### src/inc/acs_defs.svh
// Constants for the converter sequencer: encodings, field positions and timing counts.
`ifndef ACS_DEFS_SVH
`define ACS_DEFS_SVH
// ==========================================
// Clock selection codes and divisor counts
`define ACS_CS_DIV2 3'b000
`define ACS_CS_DIV4 3'b100
`define ACS_CS_DIV8 3'b001
`define ACS_CS_DIV16 3'b101
`define ACS_CS_DIV32 3'b010
`define ACS_CS_DIV64 3'b110
`define ACS_CS_RC_MASK 3'b011
`define ACS_DIV2_CYC 7'd2
`define ACS_DIV4_CYC 7'd4
`define ACS_DIV8_CYC 7'd8
`define ACS_DIV16_CYC 7'd16
`define ACS_DIV32_CYC 7'd32
`define ACS_DIV64_CYC 7'd64
// ==========================================
// Timing
`define ACS_CLK_NS 50
`define ACS_MIN_TAD_NS 1600
`define ACS_MIN_TAD_CYC 7'((`ACS_MIN_TAD_NS + `ACS_CLK_NS - 1) / `ACS_CLK_NS)
`define ACS_INSTR_CYC 3'd4
`define ACS_HOLDCAP_NS 100
`define ACS_HOLDCAP_CYC (`ACS_HOLDCAP_NS / `ACS_CLK_NS)
`define ACS_LAST_STEP 4'd11
`define ACS_HOLD_TADS 4'd2
// ==========================================
// Result layout and reset values
`define ACS_FIRST_TRIAL 10'h200
`define ACS_PINS_RESET 16'hFFFF
`endif

### src/inc/acs_pkg.sv
// Types shared by the converter sequencer modules.
package acs_pkg;
  typedef enum logic [2:0] {ST_OFF, ST_ACQ, ST_DLY, ST_CONV, ST_HOLD, ST_PDN} acs_state_e;
  typedef struct packed {
    logic [7:0] upper;
    logic [7:0] lower;
  } acs_result_s;
endpackage

### src/hw/acs_tad_gen.sv
// Bit-period tick generator with minimum-period check.
`timescale 1ns/1ps
`include "acs_defs.svh"
module acs_tad_gen
  import acs_pkg::*;
(
  // Clock and reset
  input wire logic clk,
  input wire logic nrst,
  // Control
  input wire logic run,
  input wire logic [2:0] sel,
  input wire logic rc_tick,
  // Timing out
  output logic tick,
  output logic short_period
);
  logic [6:0] cnt_q;
  logic [6:0] cnt_d;
  logic [6:0] div_cyc;
  logic is_rc;

  // ==========================================
  // Divisor decode
  always_comb begin
    is_rc = (sel & `ACS_CS_RC_MASK) == `ACS_CS_RC_MASK;
    case (sel)
      `ACS_CS_DIV2: div_cyc = `ACS_DIV2_CYC;
      `ACS_CS_DIV4: div_cyc = `ACS_DIV4_CYC;
      `ACS_CS_DIV8: div_cyc = `ACS_DIV8_CYC;
      `ACS_CS_DIV16: div_cyc = `ACS_DIV16_CYC;
      `ACS_CS_DIV32: div_cyc = `ACS_DIV32_CYC;
      `ACS_CS_DIV64: div_cyc = `ACS_DIV64_CYC;
      default: div_cyc = `ACS_DIV2_CYC;
    endcase
  end

  // ==========================================
  // Counter
  always_comb begin
    cnt_d = cnt_q;
    tick = 1'b0;
    if (!run) begin
      cnt_d = 7'd0;
    end else if (is_rc) begin
      cnt_d = 7'd0;
      tick = rc_tick;
    end else if (cnt_q >= div_cyc - 7'd1) begin
      cnt_d = 7'd0;
      tick = 1'b1;
    end else begin
      cnt_d = cnt_q + 7'd1;
    end
    // minimum period check
    // The RC source never runs faster than the minimum, so it is never short.
    short_period = !is_rc && (div_cyc < `ACS_MIN_TAD_CYC);
  end

  always_ff @(posedge clk or negedge nrst) begin
    if (!nrst) begin
      cnt_q <= 7'd0;
    end else begin
      cnt_q <= cnt_d;
    end
  end
endmodule

### src/hw/adc_conversion_sequencer.sv
// Conversion sequencer for a 10-bit successive-approximation converter.
//
// Contract
// - Acquisition is identical before every conversion, whatever resolution is kept.
// - Bits converted after the period drops below minimum are marked invalid.
// - Conversion time is one period, N periods, then remaining periods at 2 Tosc; here all twelve periods run at the selected rate.
// - Each completed conversion loads the 10-bit result into the 16-bit pair.
// - Align select places the result left or right; six spare bits are zero.
// - With the module off both result bytes are plain writable registers.
// - Conversion in sleep only works with the RC clock selected.
// - With RC selected the start waits one instruction cycle.
// - Completion clears the start bit and writes the result pair.
// - Completion in sleep with interrupt enabled raises done and wakes.
// - Completion in sleep with interrupt off powers down; power-on bit stays.
// - Sleep with a non-RC clock aborts and powers down; power-on bit stays.
// - Reset restores registers, turns the module off and aborts conversion.
// - After reset analog-shared pins are analog with direction set to input.
// - Power-on reset leaves the result pair undefined.
// - Channel may change once the hold capacitor disconnects after start.
// - The minimum supported bit period is 1.6 us.
// - Clock select codes give 2,4,8,16,32,64 Tosc or RC.
// - Clearing start mid-conversion aborts, keeps result, waits two periods.
// - A full conversion takes about twelve bit periods.
// - After completion the capacitor stays disconnected for two periods.
`timescale 1ns/1ps
`include "acs_defs.svh"
module adc_conversion_sequencer
  import acs_pkg::*;
(
  // Clock and reset
  input wire logic clk,
  input wire logic nrst,
  // Control bits
  input wire logic converter_power_on,
  input wire logic [2:0] conv_clock_select,
  input wire logic result_align_select,
  input wire logic conv_done_irq_enable,
  input wire logic start_set,
  input wire logic start_clear,
  input wire logic sleep_entry,
  // Result byte writes
  input wire logic upper_wr,
  input wire logic lower_wr,
  input wire logic [7:0] wr_data,
  // Pin configuration writes
  input wire logic pin_cfg_wr,
  input wire logic [15:0] pin_analog_in,
  input wire logic [15:0] pin_dir_in,
  // Analog front end
  input wire logic rc_tick,
  input wire logic cmp_high,
  output logic hold_connect,
  output logic [9:0] sar_trial,
  // Status and results
  output logic conv_busy,
  output logic conv_done,
  output logic wake_req,
  output logic module_powered,
  output logic [9:0] invalid_bits,
  output logic [7:0] result_upper_byte,
  output logic [7:0] result_lower_byte,
  output logic [15:0] pin_analog,
  output logic [15:0] port_direction_bit
);
  acs_state_e state_q, state_d;
  logic [3:0] step_q, step_d;
  logic [2:0] wait_q, wait_d;
  logic busy_q, busy_d;
  logic done_q, done_d;
  logic wake_q, wake_d;
  logic hold_q, hold_d;
  logic powered_q, powered_d;
  logic short_seen_q, short_seen_d;
  logic [9:0] sar_q, sar_d;
  logic [9:0] inv_q, inv_d;
  logic [15:0] pin_an_q, pin_an_d;
  logic [15:0] pin_dir_q, pin_dir_d;
  acs_result_s res_q, res_d;
  acs_result_s res_load;
  logic is_rc;
  logic tad_run;
  logic tad_tick;
  logic tad_short;
  logic bit_step;
  logic [3:0] bit_idx;
  logic finish;

  assign is_rc = (conv_clock_select & `ACS_CS_RC_MASK) == `ACS_CS_RC_MASK;
  // restart the divider
  // An abort stops the divider for one cycle, so the hold after it spans two whole periods.
  assign tad_run = ((state_q == ST_CONV) && !start_clear) || (state_q == ST_HOLD);

  acs_tad_gen u_tad (
    .clk(clk),
    .nrst(nrst),
    .run(tad_run),
    .sel(conv_clock_select),
    .rc_tick(rc_tick),
    .tick(tad_tick),
    .short_period(tad_short)
  );

  // ==========================================
  // Successive approximation per bit
  assign bit_step = (state_q == ST_CONV) && tad_tick && (step_q >= 4'd1) && (step_q <= 4'd10);
  assign bit_idx = 4'd10 - step_q;
  assign finish = (state_q == ST_CONV) && tad_tick && (step_q == `ACS_LAST_STEP);

  genvar b;
  generate
    for (b = 0; b < 10; b++) begin : g_bit
      always_comb begin
        sar_d[b] = sar_q[b];
        inv_d[b] = inv_q[b];
        if ((state_q != ST_CONV) && (state_d == ST_CONV)) begin
          sar_d[b] = (b == 9);
          inv_d[b] = 1'b0;
        end else if (bit_step && (bit_idx == 4'(b))) begin
          sar_d[b] = cmp_high;
          inv_d[b] = short_seen_q || tad_short;
        end else if (bit_step && (bit_idx == 4'(b + 1))) begin
          sar_d[b] = 1'b1;
        end
      end
    end
  endgenerate

  // ==========================================
  // Result justification
  always_comb begin
    // zero fill of spare bits
    // The last bit is decided one tick before the load, so the trial word already holds the result.
    if (result_align_select) begin
      res_load = {6'h00, sar_q};
    end else begin
      res_load = {sar_q, 6'h00};
    end
  end

  // ==========================================
  // Sequencer
  always_comb begin
    state_d = state_q;
    step_d = step_q;
    wait_d = wait_q;
    busy_d = busy_q;
    done_d = 1'b0;
    wake_d = 1'b0;
    short_seen_d = short_seen_q;
    if (tad_tick && (state_q == ST_CONV) && tad_short) begin
      short_seen_d = 1'b1;
    end
    case (state_q)
      ST_OFF: begin
        busy_d = 1'b0;
        if (converter_power_on) begin
          state_d = ST_ACQ;
        end
      end
      ST_ACQ: begin
        if (sleep_entry && !is_rc) begin
          state_d = ST_PDN;
        end else if (start_set) begin
          busy_d = 1'b1;
          step_d = 4'd0;
          wait_d = 3'd0;
          short_seen_d = 1'b0;
          state_d = is_rc ? ST_DLY : ST_CONV;
        end
      end
      ST_DLY: begin
        if (start_clear) begin
          busy_d = 1'b0;
          step_d = 4'd0;
          state_d = ST_HOLD;
        end else if (wait_q == `ACS_INSTR_CYC - 3'd1) begin
          state_d = ST_CONV;
        end else begin
          wait_d = wait_q + 3'd1;
        end
      end
      ST_CONV: begin
        if (sleep_entry && !is_rc) begin
          // abort on sleep with an oscillator clock
          busy_d = 1'b0;
          state_d = ST_PDN;
        end else if (start_clear) begin
          busy_d = 1'b0;
          step_d = 4'd0;
          state_d = ST_HOLD;
        end else if (finish) begin
          // clear start and post the event
          busy_d = 1'b0;
          done_d = 1'b1;
          step_d = 4'd0;
          state_d = ST_HOLD;
          // sleep conversion only reaches here on RC
          if (sleep_entry) begin
            wake_d = conv_done_irq_enable;
            if (!conv_done_irq_enable) begin
              state_d = ST_PDN;
            end
          end
        end else if (tad_tick) begin
          // one tick per bit period at the current rate
          step_d = step_q + 4'd1;
        end
      end
      ST_HOLD: begin
        if (tad_tick) begin
          if (step_q == `ACS_HOLD_TADS - 4'd1) begin
            state_d = ST_ACQ;
          end else begin
            step_d = step_q + 4'd1;
          end
        end
      end
      ST_PDN: begin
        busy_d = 1'b0;
        if (!sleep_entry) begin
          state_d = ST_ACQ;
        end
      end
      default: begin
        state_d = ST_OFF;
      end
    endcase
    if (!converter_power_on) begin
      state_d = ST_OFF;
      busy_d = 1'b0;
    end
    // disconnect at start, inside the hold window
    hold_d = (state_d == ST_ACQ);
    powered_d = (state_d != ST_OFF) && (state_d != ST_PDN);
  end

  always_ff @(posedge clk or negedge nrst) begin
    if (!nrst) begin
      state_q <= ST_OFF;
      step_q <= 4'd0;
      wait_q <= 3'd0;
      busy_q <= 1'b0;
      done_q <= 1'b0;
      wake_q <= 1'b0;
      hold_q <= 1'b0;
      powered_q <= 1'b0;
      short_seen_q <= 1'b0;
      sar_q <= 10'h000;
      inv_q <= 10'h000;
    end else begin
      state_q <= state_d;
      step_q <= step_d;
      wait_q <= wait_d;
      busy_q <= busy_d;
      done_q <= done_d;
      wake_q <= wake_d;
      hold_q <= hold_d;
      powered_q <= powered_d;
      short_seen_q <= short_seen_d;
      sar_q <= sar_d;
      inv_q <= inv_d;
    end
  end

  // ==========================================
  // Result pair and pin configuration
  always_comb begin
    res_d = res_q;
    if (finish && !start_clear && !(sleep_entry && !is_rc) && converter_power_on) begin
      res_d = res_load;
    end else if (state_q == ST_OFF) begin
      if (upper_wr) begin
        res_d.upper = wr_data;
      end
      if (lower_wr) begin
        res_d.lower = wr_data;
      end
    end
    pin_an_d = pin_cfg_wr ? pin_analog_in : pin_an_q;
    pin_dir_d = pin_cfg_wr ? pin_dir_in : pin_dir_q;
  end

  // no reset on the result pair
  // Leaving it unreset matches the undefined content software must expect.
  always_ff @(posedge clk) begin
    res_q <= res_d;
  end

  // pins come up analog and input
  always_ff @(posedge clk or negedge nrst) begin
    if (!nrst) begin
      pin_an_q <= `ACS_PINS_RESET;
      pin_dir_q <= `ACS_PINS_RESET;
    end else begin
      pin_an_q <= pin_an_d;
      pin_dir_q <= pin_dir_d;
    end
  end

  assign conv_done = done_q;
  assign wake_req = wake_q;
  assign conv_busy = busy_q;
  assign hold_connect = hold_q;
  assign sar_trial = sar_q;
  assign invalid_bits = inv_q;
  assign module_powered = powered_q;
  assign result_upper_byte = res_q.upper;
  assign result_lower_byte = res_q.lower;
  assign pin_analog = pin_an_q;
  assign port_direction_bit = pin_dir_q;
endmodule

### config.mk
export PLATFORM = sky130hd
export DESIGN_NAME = adc_conversion_sequencer
export DESIGN_NICKNAME = d
export VERILOG_FILES = /design/src/inc/acs_pkg.sv /design/src/hw/acs_tad_gen.sv /design/src/hw/adc_conversion_sequencer.sv
export VERILOG_INCLUDE_DIRS = /design/src /design/src/inc
export SDC_FILE = /design/constraint.sdc
export NUM_CORES = 1
export LEC_CHECK = 0
export BUFFER_PORTS_ARGS = -buffer_cell sky130_fd_sc_hd__buf_2
export CORE_MARGIN = 8
export CORE_UTILIZATION = 58
export CTS_BUF_LIST = sky130_fd_sc_hd__clkbuf_8
export DETAILED_ROUTE_END_ITERATION = 10
export HOLD_SLACK_MARGIN = 0.12
export PLACE_DENSITY_LB_ADDON = 0.25
export SLEW_MARGIN = 20
export SYNTH_ARGS = -nofsm -noshare
export SYNTH_HDL_FRONTEND = slang
export SYNTH_SLANG_ARGS = --single-unit
### constraint.sdc
create_clock -name clk -period 4.55 [get_ports clk]
set_input_delay 0 -clock clk [delete_from_list [all_inputs] [get_ports clk]]
set_output_delay 0 -clock clk [all_outputs]
set_load 0.01 [all_outputs]
# After elaboration in Yosys (flattened, before gate mapping)
# Index checks and enable logic that the tools add are counted.
op_classes:
  add_sub_neg: 5
  order_cmp: 4
  n_eq_ne: 42
  muxes: 113
  reduce_logical: 63
op_table:
  columns: ["cell", "n"]
  rows:
  - ["1-bit two-way mux", 76]
  - ["16-bit two-way mux", 3]
  - ["3-bit two-way mux", 15]
  - ["4-bit two-way mux", 9]
  - ["7-bit case mux with 5 select lines", 1]
  - ["3-bit nonzero test", 11]
  - ["2-bit nonzero test", 14]
  - ["1-bit logical AND", 24]
  - ["7-bit two-way mux", 3]
  - ["3-bit case mux with 6 select lines", 1]
  - ["4-bit by 3-bit equality test with 1-bit output, second input constant", 4]
  - ["4-bit equality test, second input constant", 4]
  - ["8-bit two-way mux", 2]
  - ["2-bit inequality test, second input constant", 8]
  - ["4-bit case mux with 4 select lines", 1]
  - ["3-bit by 2-bit equality test with 1-bit output, second input constant", 5]
  - ["3-bit equality test, second input constant", 5]
  - ["3-bit inequality test, second input constant", 4]
  - ["5-bit AND reduction", 2]
  - ["3-bit by 1-bit equality test with 1-bit output, second input constant", 3]
  - ["4-bit by 1-bit equality test with 1-bit output, second input constant", 2]
  - ["4-bit by 2-bit equality test with 1-bit output, second input constant", 2]
  - ["8-bit AND reduction", 1]
  - ["7-bit by 1-bit adder with 7-bit output, second input constant", 1]
  - ["other kinds (22)", 26]
word_totals:
  reg_bits: 91
  inputBits: 56
  elab_cells: 261

# Logic depth before layout (Yosys ltp)
# Gate-level depths: netlist of run 1.
depth:
  depth_word: 17
  ltp_mapped: 10

# Modules after synthesis
# A second synthesis of run 1 with hierarchy kept.
hier_totals:
  hier_cells: 403
  hier_area_um2: 4665.7
by_module_without_submodules:
  columns: ["mod", "n_inst", "cells_each", "area_each_um2", "seq_area_each_um2"]
  rows:
  - ["adc_conversion_sequencer", 1, 344, 4100.2, 2222.1]
  - ["acs_tad_gen", 1, 59, 565.5, 175.2]

# Least setup slack after synthesis of run 1
# Ideal clock, no wire load.
synth_timing:
  path_type: "reg2reg"
  from: "register u_tad.cnt_q[4]"
  to: "register res_q (netlist bit result_lower_byte[0]), enable pin"
  setup_ns: 0.301
  arrival_time_ns: 1.885
  required_ns: 4.249
  setup_slack_ns: 2.364
  stages_incl_launch_ff: 8
  synth_period_minus_slack_ns: 2.186
  path_cell_list: "dfrtp_1 -> ha_1 -> a21oi_1 -> o211ai_2 -> o2111a_1 -> nand3_1 -> clkbuf_1 -> nand2_1"
synth_between:
  elab_chain_cells: 11
  elab_cells_between_ends: 12
  classes_between: "1 x order compare; 3 x mux; 8 x reduce/logical"
synth_rtl:
  columns: ["element", "line", "rtl"]
  rows:
  - ["from (decl)", "acs_tad_gen.sv:18", "logic [6:0] cnt_q;"]
  - ["from (signal assigned)", "acs_tad_gen.sv:63", "cnt_q <= cnt_d;"]
  - ["7-bit >= comparator (*)", "acs_tad_gen.sv:48", "end else if (cnt_q >= div_cyc - 7'd1) begin"]
  - ["1-bit two-way mux (*)", "acs_tad_gen.sv:48", null]
  - ["1-bit two-way mux (*)", "acs_tad_gen.sv:45", "end else if (is_rc) begin"]
  - ["1-bit two-way mux (*)", "acs_tad_gen.sv:43", "if (!run) begin"]
  - ["1-bit logical AND (*) (2 in a row)", "adc_conversion_sequencer.sv:107", "assign finish = (state_q == ST_CONV) && tad_tick && (step_q == `ACS_LAST_STEP);"]
  - ["1-bit logical AND (*) (3 in a row)", "adc_conversion_sequencer.sv:269", "if (finish && !start_clear && !(sleep_entry && !is_rc) && converter_power_on) begin"]
  - ["2-bit nonzero test (no source line)", null, null]
  - ["2-bit AND reduction (no source line) (*)", null, null]
  - ["to (signal assigned)", "adc_conversion_sequencer.sv:286", "res_q <= res_d;"]
  - ["to (decl)", "adc_conversion_sequencer.sv:78", "acs_result_s res_q, res_d;"]
# Mark *: on every way between the ends. The rest lies on a longest branch, timed or not.
# A chain may end at the register's enable or synchronous reset.

==> results of run 1 <==
[where the power goes]
part	total [mW]	internal, mW	switching [mW]
clock	0.665	0.369	0.296
combinational	0.324	0.152	0.172
sequential	0.948	0.905	0.0432
total	1.94	1.43	0.512
[sequential cells by signal (all words and copies together), names as in the netlist, 3 cells and up]
| name | flops |
|---|---|
| pin_analog | 16 |
| invalid_bits | 10 |
| result_upper_byte | 8 |
| sar_trial | 10 |
| u_tad.cnt_q | 7 |
| port_direction_bit | 16 |
| result_lower_byte | 8 |
| step_q | 4 |
| wait_q | 3 |
| state_q | 3 |
[repair_timing]
| action | in CTS | in global routing |
|---|---|---|
| hold buffers | 52 | 0 |
| endpoints found under the hold margin | 110 | 0 |
| resized for setup | 0 | 0 |
[metrics by stage]
| step | utilization | area (um^2) | power (mW) | instances | worst slack [ns] |
|---|---|---|---|---|---|
| after CTS | 0.783 | 6020 | 1.93 | 675 | 1.38 |
| final | 0.784 | 6020 | 1.94 | 675 | 1.37 |
| after detailed placement | 0.683 | 5250 | 1.24 | 607 | 1.47 |
| after global routing | 0.784 | 6020 | 2.01 | 675 | 1.05 |
| after floorplan | - | 4560 | 1.12 | 395 | 2.36 |
| after global placement | 0.683 | 5250 | 1.23 | 607 | 1.64 |
[kinds of logic after synthesis]
logic type                 after synthesis  share of synthesized area
xor gates and xnor gates                 6                     0.0115
buffers and inverters                   33                     0.0307
and+or+nand+nor                        102                      0.129
AOI/OAI and AO/OA                      107                      0.163
muxes                                   38                     0.0924
adders and majority gates               17                     0.0466
DFF                                     91                      0.526
other                                    1                   0.000822
[tightest hold or removal path, cell delays in order]
cell,delay [ns]
buf_2,0.08
nand2_1,0.04
nand2_1,0.28
[layout make-up]
| type | count | area (um^2) | share of cell area |
|---|---|---|---|
| flip-flops and latches | 91 | 2400 | 0.398 |
| well taps | 102 | 128 | 0.0212 |
| inverters | 14 | 52.6 | 0.00872 |
| multi-input cells | 271 | 2030 | 0.337 |
| clock buffers | 9 | 124 | 0.0206 |
| repair buffers | 181 | 1170 | 0.194 |
| clock inverters | 7 | 121 | 0.0201 |
[layer usage]
metal	track usage	routed length, um	vias up	part of all wire
met1	0.286	5470	1890	0.42
met3	0.0448	755	7	0.058
met4	0.0489	89	0	0.0068
li1	-	-	1803	-
met5	0	0	-	0
met2	0.424	6740	138	0.52
[cell usage in the layout, fill, tap and decap left out, types with 5 or more instances in the layout]
| cell type | count |
|---|---|
| ha_1 | 17 |
| buf_2 | 128 |
| dlygate4sd3_1 | 52 |
| nand3_1 | 9 |
| nor2_1 | 22 |
| dfrtp_1 | 43 |
| nand2_1 | 27 |
| a22o_1 | 10 |
| a21oi_1 | 28 |
| dfstp_2 | 32 |
| a211oi_1 | 11 |
| nor2b_1 | 7 |
| nor3_1 | 5 |
| edfxtp_1 | 16 |
| clkbuf_8 | 9 |
| mux2i_1 | 5 |
| a311oi_1 | 10 |
| nor3b_1 | 6 |
| a31oi_1 | 7 |
| mux2_2 | 33 |
| o21ai_0 | 12 |
| inv_1 | 14 |
[worst paths after layout]
check / from / slack [ns] / depth (start not counted) / end
max: step_q[1] / 1.37 / 7 / result_lower_byte[0]
max reg2reg: step_q[1] / 1.37 / 7 / result_lower_byte[0]
min: lower_wr / 0.26 / 3 / result_lower_byte[3]
min reg2reg: wait_q[0] / 0.48 / 1 / wait_q[0]
max in group asynchronous: nrst / 3.54 / 3 / sar_trial[2]
min in group asynchronous: nrst / 0.39 / 3 / conv_busy
==> impl_metrics.py, run 1 <==
metrics = {
    "sta": {
        "worst_pin_slew_ns": 0.935,
        "setup_violations": 0,
        "timing.final.crit_share": 0.699,
        "finalCriticalPeriod_ns": 3.18,
        "drv_slew": 0,
        "rsz0062_at_grt": "no",
        "relSlewSlack": 0.377,
        "clock.fmax_ghz": 0.314,
        "hold_violations": 0,
        "finalSetupTns_ns": 0,
        "hold_slack_ns": 0.256,
        "clock_skew_ns": 0.00708,
    },
    "detailed_routing": {
        "first_iter_violations": 181,
        "via_per_inst": 5.69,
        "route.detailed.drc": 0,
        "dr_total_vias": 3838,
        "ant_nets": 0,
        "drt_first_pass_iters": 4,
        "avgRoutedWirePerCell_um": 19.3,
        "wl_mm": 13.1,
    },
    "synthesis": {
        "synth_seq_cells": 91,
        "ys_top_cells_by_area": "dfrtp_1, dfstp_2, edfxtp_1, mux2_2, ha_1",
        "synth_edf_count": 16,
        "synth_commonest_cells": "dfrtp_1, mux2_2, dfstp_2, a21oi_1, nand2_1",
        "async_reset_ff_frac": 0.824,
        "yosysMostFrequentCell": "dfrtp_1",
        "yosys_warnings": 0,
        "ys_seq_area_frac": 0.526,
        "syn-num-nets": 468,
        "synth_ff_type": "dfrtp_1",
        "syn_avg_cell_area_um2": 11.5,
        "yosys.area.top_type": "dfrtp_1",
        "ys_types": 60,
        "synthCells": 395,
        "synth_top_area_share": 0.236,
        "syn_area_um2": 4560,
    },
    "setup_path": {
        "crit_buf_inv": 1,
        "criticalPathCategory": "flip-flop to flip-flop",
        "crit_slowest_cell": "nand3_1",
        "critPathLaunchType": "flip-flop",
        "cp.arrival_ns": 3.29,
        "timing.critical_path.max_delay_family": "simple AND/OR/NAND/NOR gates",
        "max_stage_delay_ns": 0.58,
        "end_kind": "flip-flop",
        "path_cells": "ha_1, and2b_1, o2111a_1, nand3_1, nand2_1, o21ai_0, dlygate4sd3_1",
        "crit_required_ns": 4.66,
        "worstPathMaxFanout": 24,
    },
    "pwr": {
        "power_density_nw_per_um2": 322,
        "ir_drop_mv": 0.201,
        "p_leak_nw": 2.71,
    },
    "global_routing": {
        "antenna_found_initial": 0,
        "grt_pass1_wl_mm": 21.1,
        "overflow": 0,
        "grt_max_degree": 76,
        "track_usage": 0.235,
        "grt_pass1_vias": 3933,
    },
    "clocking": {
        "cts_tree": "done",
        "clk_latency_ns": 0.35,
        "cts_buffers": 9,
        "cts_setup_buffers": 0,
        "cts-root-buf": "clkbuf_8",
        "clkTransAtPathRegs_ns": 0.09,
        "cts.sinks": 91,
        "clockBufferDepth": 2,
        "cts_max_level": 3,
    },
    "job": {
        "maxCapViolations": 0,
    },
    "cells_and_area": {
        "nFillCells": 478,
        "fin_nets": 641,
        "synthToLayoutAreaGrowth_pct": 32.0,
        "diodes": 0,
        "drive_above_1_share": 0.396,
    },
    "hold_path": {
        "hold_class": "primary input to flip-flop",
    },
    "place": {
        "io_buffers": 128,
        "gp_routability_congestion": 0.936,
        "hpwl_mm": 8.17,
    },
    "floorplan": {
        "die_h_um": 105,
        "fp.dieArea_um2": 11000,
        "die_w_um": 105,
        "start_util": 0.593,
        "ios": 129,
        "fp-row-count": 32,
        "core_um2": 7690,
    },
    "run_status": {
        "outcome": "completed",
    },
}
(Power assumes the default switching activity.)
==> run 2: changes to the inputs <==
--- a/config.mk
+++ b/config.mk
@@ -8,7 +8,7 @@
 export LEC_CHECK = 0
 export BUFFER_PORTS_ARGS = -buffer_cell sky130_fd_sc_hd__buf_2
 export CORE_MARGIN = 8
-export CORE_UTILIZATION = 58
+export CORE_UTILIZATION = 49
 export CTS_BUF_LIST = sky130_fd_sc_hd__clkbuf_8
 export DETAILED_ROUTE_END_ITERATION = 10
 export HOLD_SLACK_MARGIN = 0.12
==> constraint.sdc (replaced) <==
create_clock -name clk -period 2.9 [get_ports clk]
set_input_delay 0 -clock clk [delete_from_list [all_inputs] [get_ports clk]]
set_output_delay 0 -clock clk [all_outputs]
set_load 0.01 [all_outputs]
==> impl_metrics.py, run 2 (synthesis gave the netlist of run 1 again) <==
metrics = {
    "floorplan": {
        "die_w_um": 112,
        "ios": 129,
        "fp-row-count": 35,
        "start_util": 0.498,
        "die_h_um": 112,
        "fp.dieArea_um2": 12700,
        "core_um2": 9150,
    },
    "cells_and_area": {
        "final_util": 0.657,
        "stdcell_area_um2": 6010,
        "drive_above_1_share": 0.402,
        "synthToLayoutAreaGrowth_pct": 31.8,
        "final_common_cell": "buf_2",
        "layout_common_cells": "buf_2, dlygate4sd3_1, dfrtp_1",
        "diodes": 0,
        "fin_nets": 647,
        "final-instance-count-excl-fill": 690,
    },
    "hold_path": {
        "hold_class": "primary input to flip-flop",
        "min_delay_path_depth": 3,
    },
    "sta": {
        "finalCriticalPeriod_ns": 2.54,
        "rsz0062_at_grt": "no",
        "drv_slew": 0,
        "finalSetupTns_ns": 0,
        "hold_violations": 0,
        "clock.fmax_ghz": 0.394,
        "timing.final.crit_share": 0.876,
        "setup_violations": 0,
        "hold_slack_ns": 0.214,
        "relSlewSlack": 0.458,
        "clock_skew_ns": 0.0131,
        "worst_pin_slew_ns": 0.811,
    },
    "pwr": {
        "ir_drop_mv": 0.212,
        "p_leak_nw": 2.70,
        "power_density_nw_per_um2": 461,
    },
    "setup_path": {
        "crit_buf_inv": 2,
        "criticalPathCategory": "flip-flop to flip-flop",
        "timing.critical_path.max_delay_family": "buffers and inverters",
        "cp.arrival_ns": 2.83,
        "max_stage_delay_ns": 0.55,
        "worstPathMaxFanout": 10,
        "crit_slowest_cell": "dfrtp_1",
        "cp_num_cells": 7,
        "path_cells": "ha_1, and2b_1, buf_4, o2111ai_1, nor3_1, and3_1, dlygate4sd3_1",
        "reg2regPathDepth": 7,
        "crit_required_ns": 3.19,
        "critPathLaunchType": "flip-flop",
        "end_kind": "flip-flop",
    },
    "clocking": {
        "clk_latency_ns": 0.35,
        "cts-root-buf": "clkbuf_8",
        "cts_max_level": 3,
        "cts_tree": "done",
        "clkTransAtPathRegs_ns": 0.09,
        "cts_setup_buffers": 0,
        "cts.sinks": 91,
        "cts_buffers": 9,
        "clockBufferDepth": 2,
    },
    "detailed_routing": {
        "dr_total_vias": 3734,
        "avgRoutedWirePerCell_um": 17.7,
        "via_per_inst": 5.41,
        "ant_nets": 0,
        "route.detailed.drc": 0,
        "drt_first_pass_iters": 5,
        "first_iter_violations": 227,
        "wl_mm": 12.2,
    },
    "place": {
        "gp_routability_congestion": 0.836,
        "placed_area_um2": 5330,
        "io_buffers": 128,
        "hpwl_mm": 8.54,
        "placed_cells": 623,
    },
    "global_routing": {
        "grt_max_degree": 76,
        "grt_pass1_wl_mm": 19.7,
        "grt_pass1_vias": 3772,
        "track_usage": 0.194,
        "antenna_found_initial": 0,
        "overflow": 0,
    },
    "run_status": {
        "outcome": "completed",
    },
    "job": {
        "maxCapViolations": 0,
    },
}
==> run 2: cell count changes in the layout (fill, tap and decap cells not counted) <==
cell	change
a211oi_2	+1
a211oi_4	-1
buf_12	+1
buf_4	+6
bufinv_16	-3
clkinv_1	+1
clkinvlp_4	+2
dlygate4sd3_1	-1
inv_6	-1
inv_8	+1
==> run 2: stage by stage <==
stage	total power, mW	setup slack, ns
3_3_place_gp	1.94	0.395
6_report	2.77	0.360
5_1_grt	2.90	0.119
4_1_cts	2.79	0.342
2_1_floorplan	1.75	0.714
3_5_place_dp	1.95	0.281
==> run 2: path summary, 6_finish.rpt <==
path                       startpoint  slack [ns]                     to
min reg2reg                 wait_q[0]        0.49              wait_q[0]
max                         step_q[1]        0.36               wake_req
max reg2reg                 step_q[1]        0.36               wake_req
min                          lower_wr        0.21   result_lower_byte[1]
max in group asynchronous        nrst        2.34  port_direction_bit[8]
min in group asynchronous        nrst        0.24           sar_trial[5]
==> run 2: cell type report <==
| class | instances | area, um^2 |
|---|---|---|
| well taps | 111 | 139 |
| repair buffers | 187 | 1220 |
| inverters | 14 | 52.6 |
| fillers | 691 | 3140 |
| clock buffers | 9 | 124 |
| multi-input cells | 271 | 2020 |
| flip-flops and latches | 91 | 2400 |
| clock inverters | 7 | 52.6 |
==> run 2: repair_timing <==
item / 4_1_cts / 5_1_grt
hold buffers: 51 / 0
endpoints found under the hold margin: 142 / 0
gates resized for setup: 0 / 0
==> run 2: tightest hold or removal path: cells and delay by family <==
| family | cells | cell delay (ns) |
|---|---|---|
| AND/OR/NAND/NOR | 2 | 0.28 |
| buffers and inverters | 1 | 0.09 |
==> run 2: power by group <==
part | internal (mW) | switching, mW | total, mW
sequential | 1.42 | 0.0569 | 1.48
clock | 0.318 | 0.468 | 0.786
combinational | 0.243 | 0.266 | 0.509
total | 1.98 | 0.791 | 2.77
==> run 2: layer usage <==
metal	vias up	global-route usage	part of all wire
met5	-	0	0
met4	0	0.0755	0.015
met3	16	0.0397	0.056
met2	133	0.328	0.49
met1	1769	0.238	0.43
li1	1816	-	-
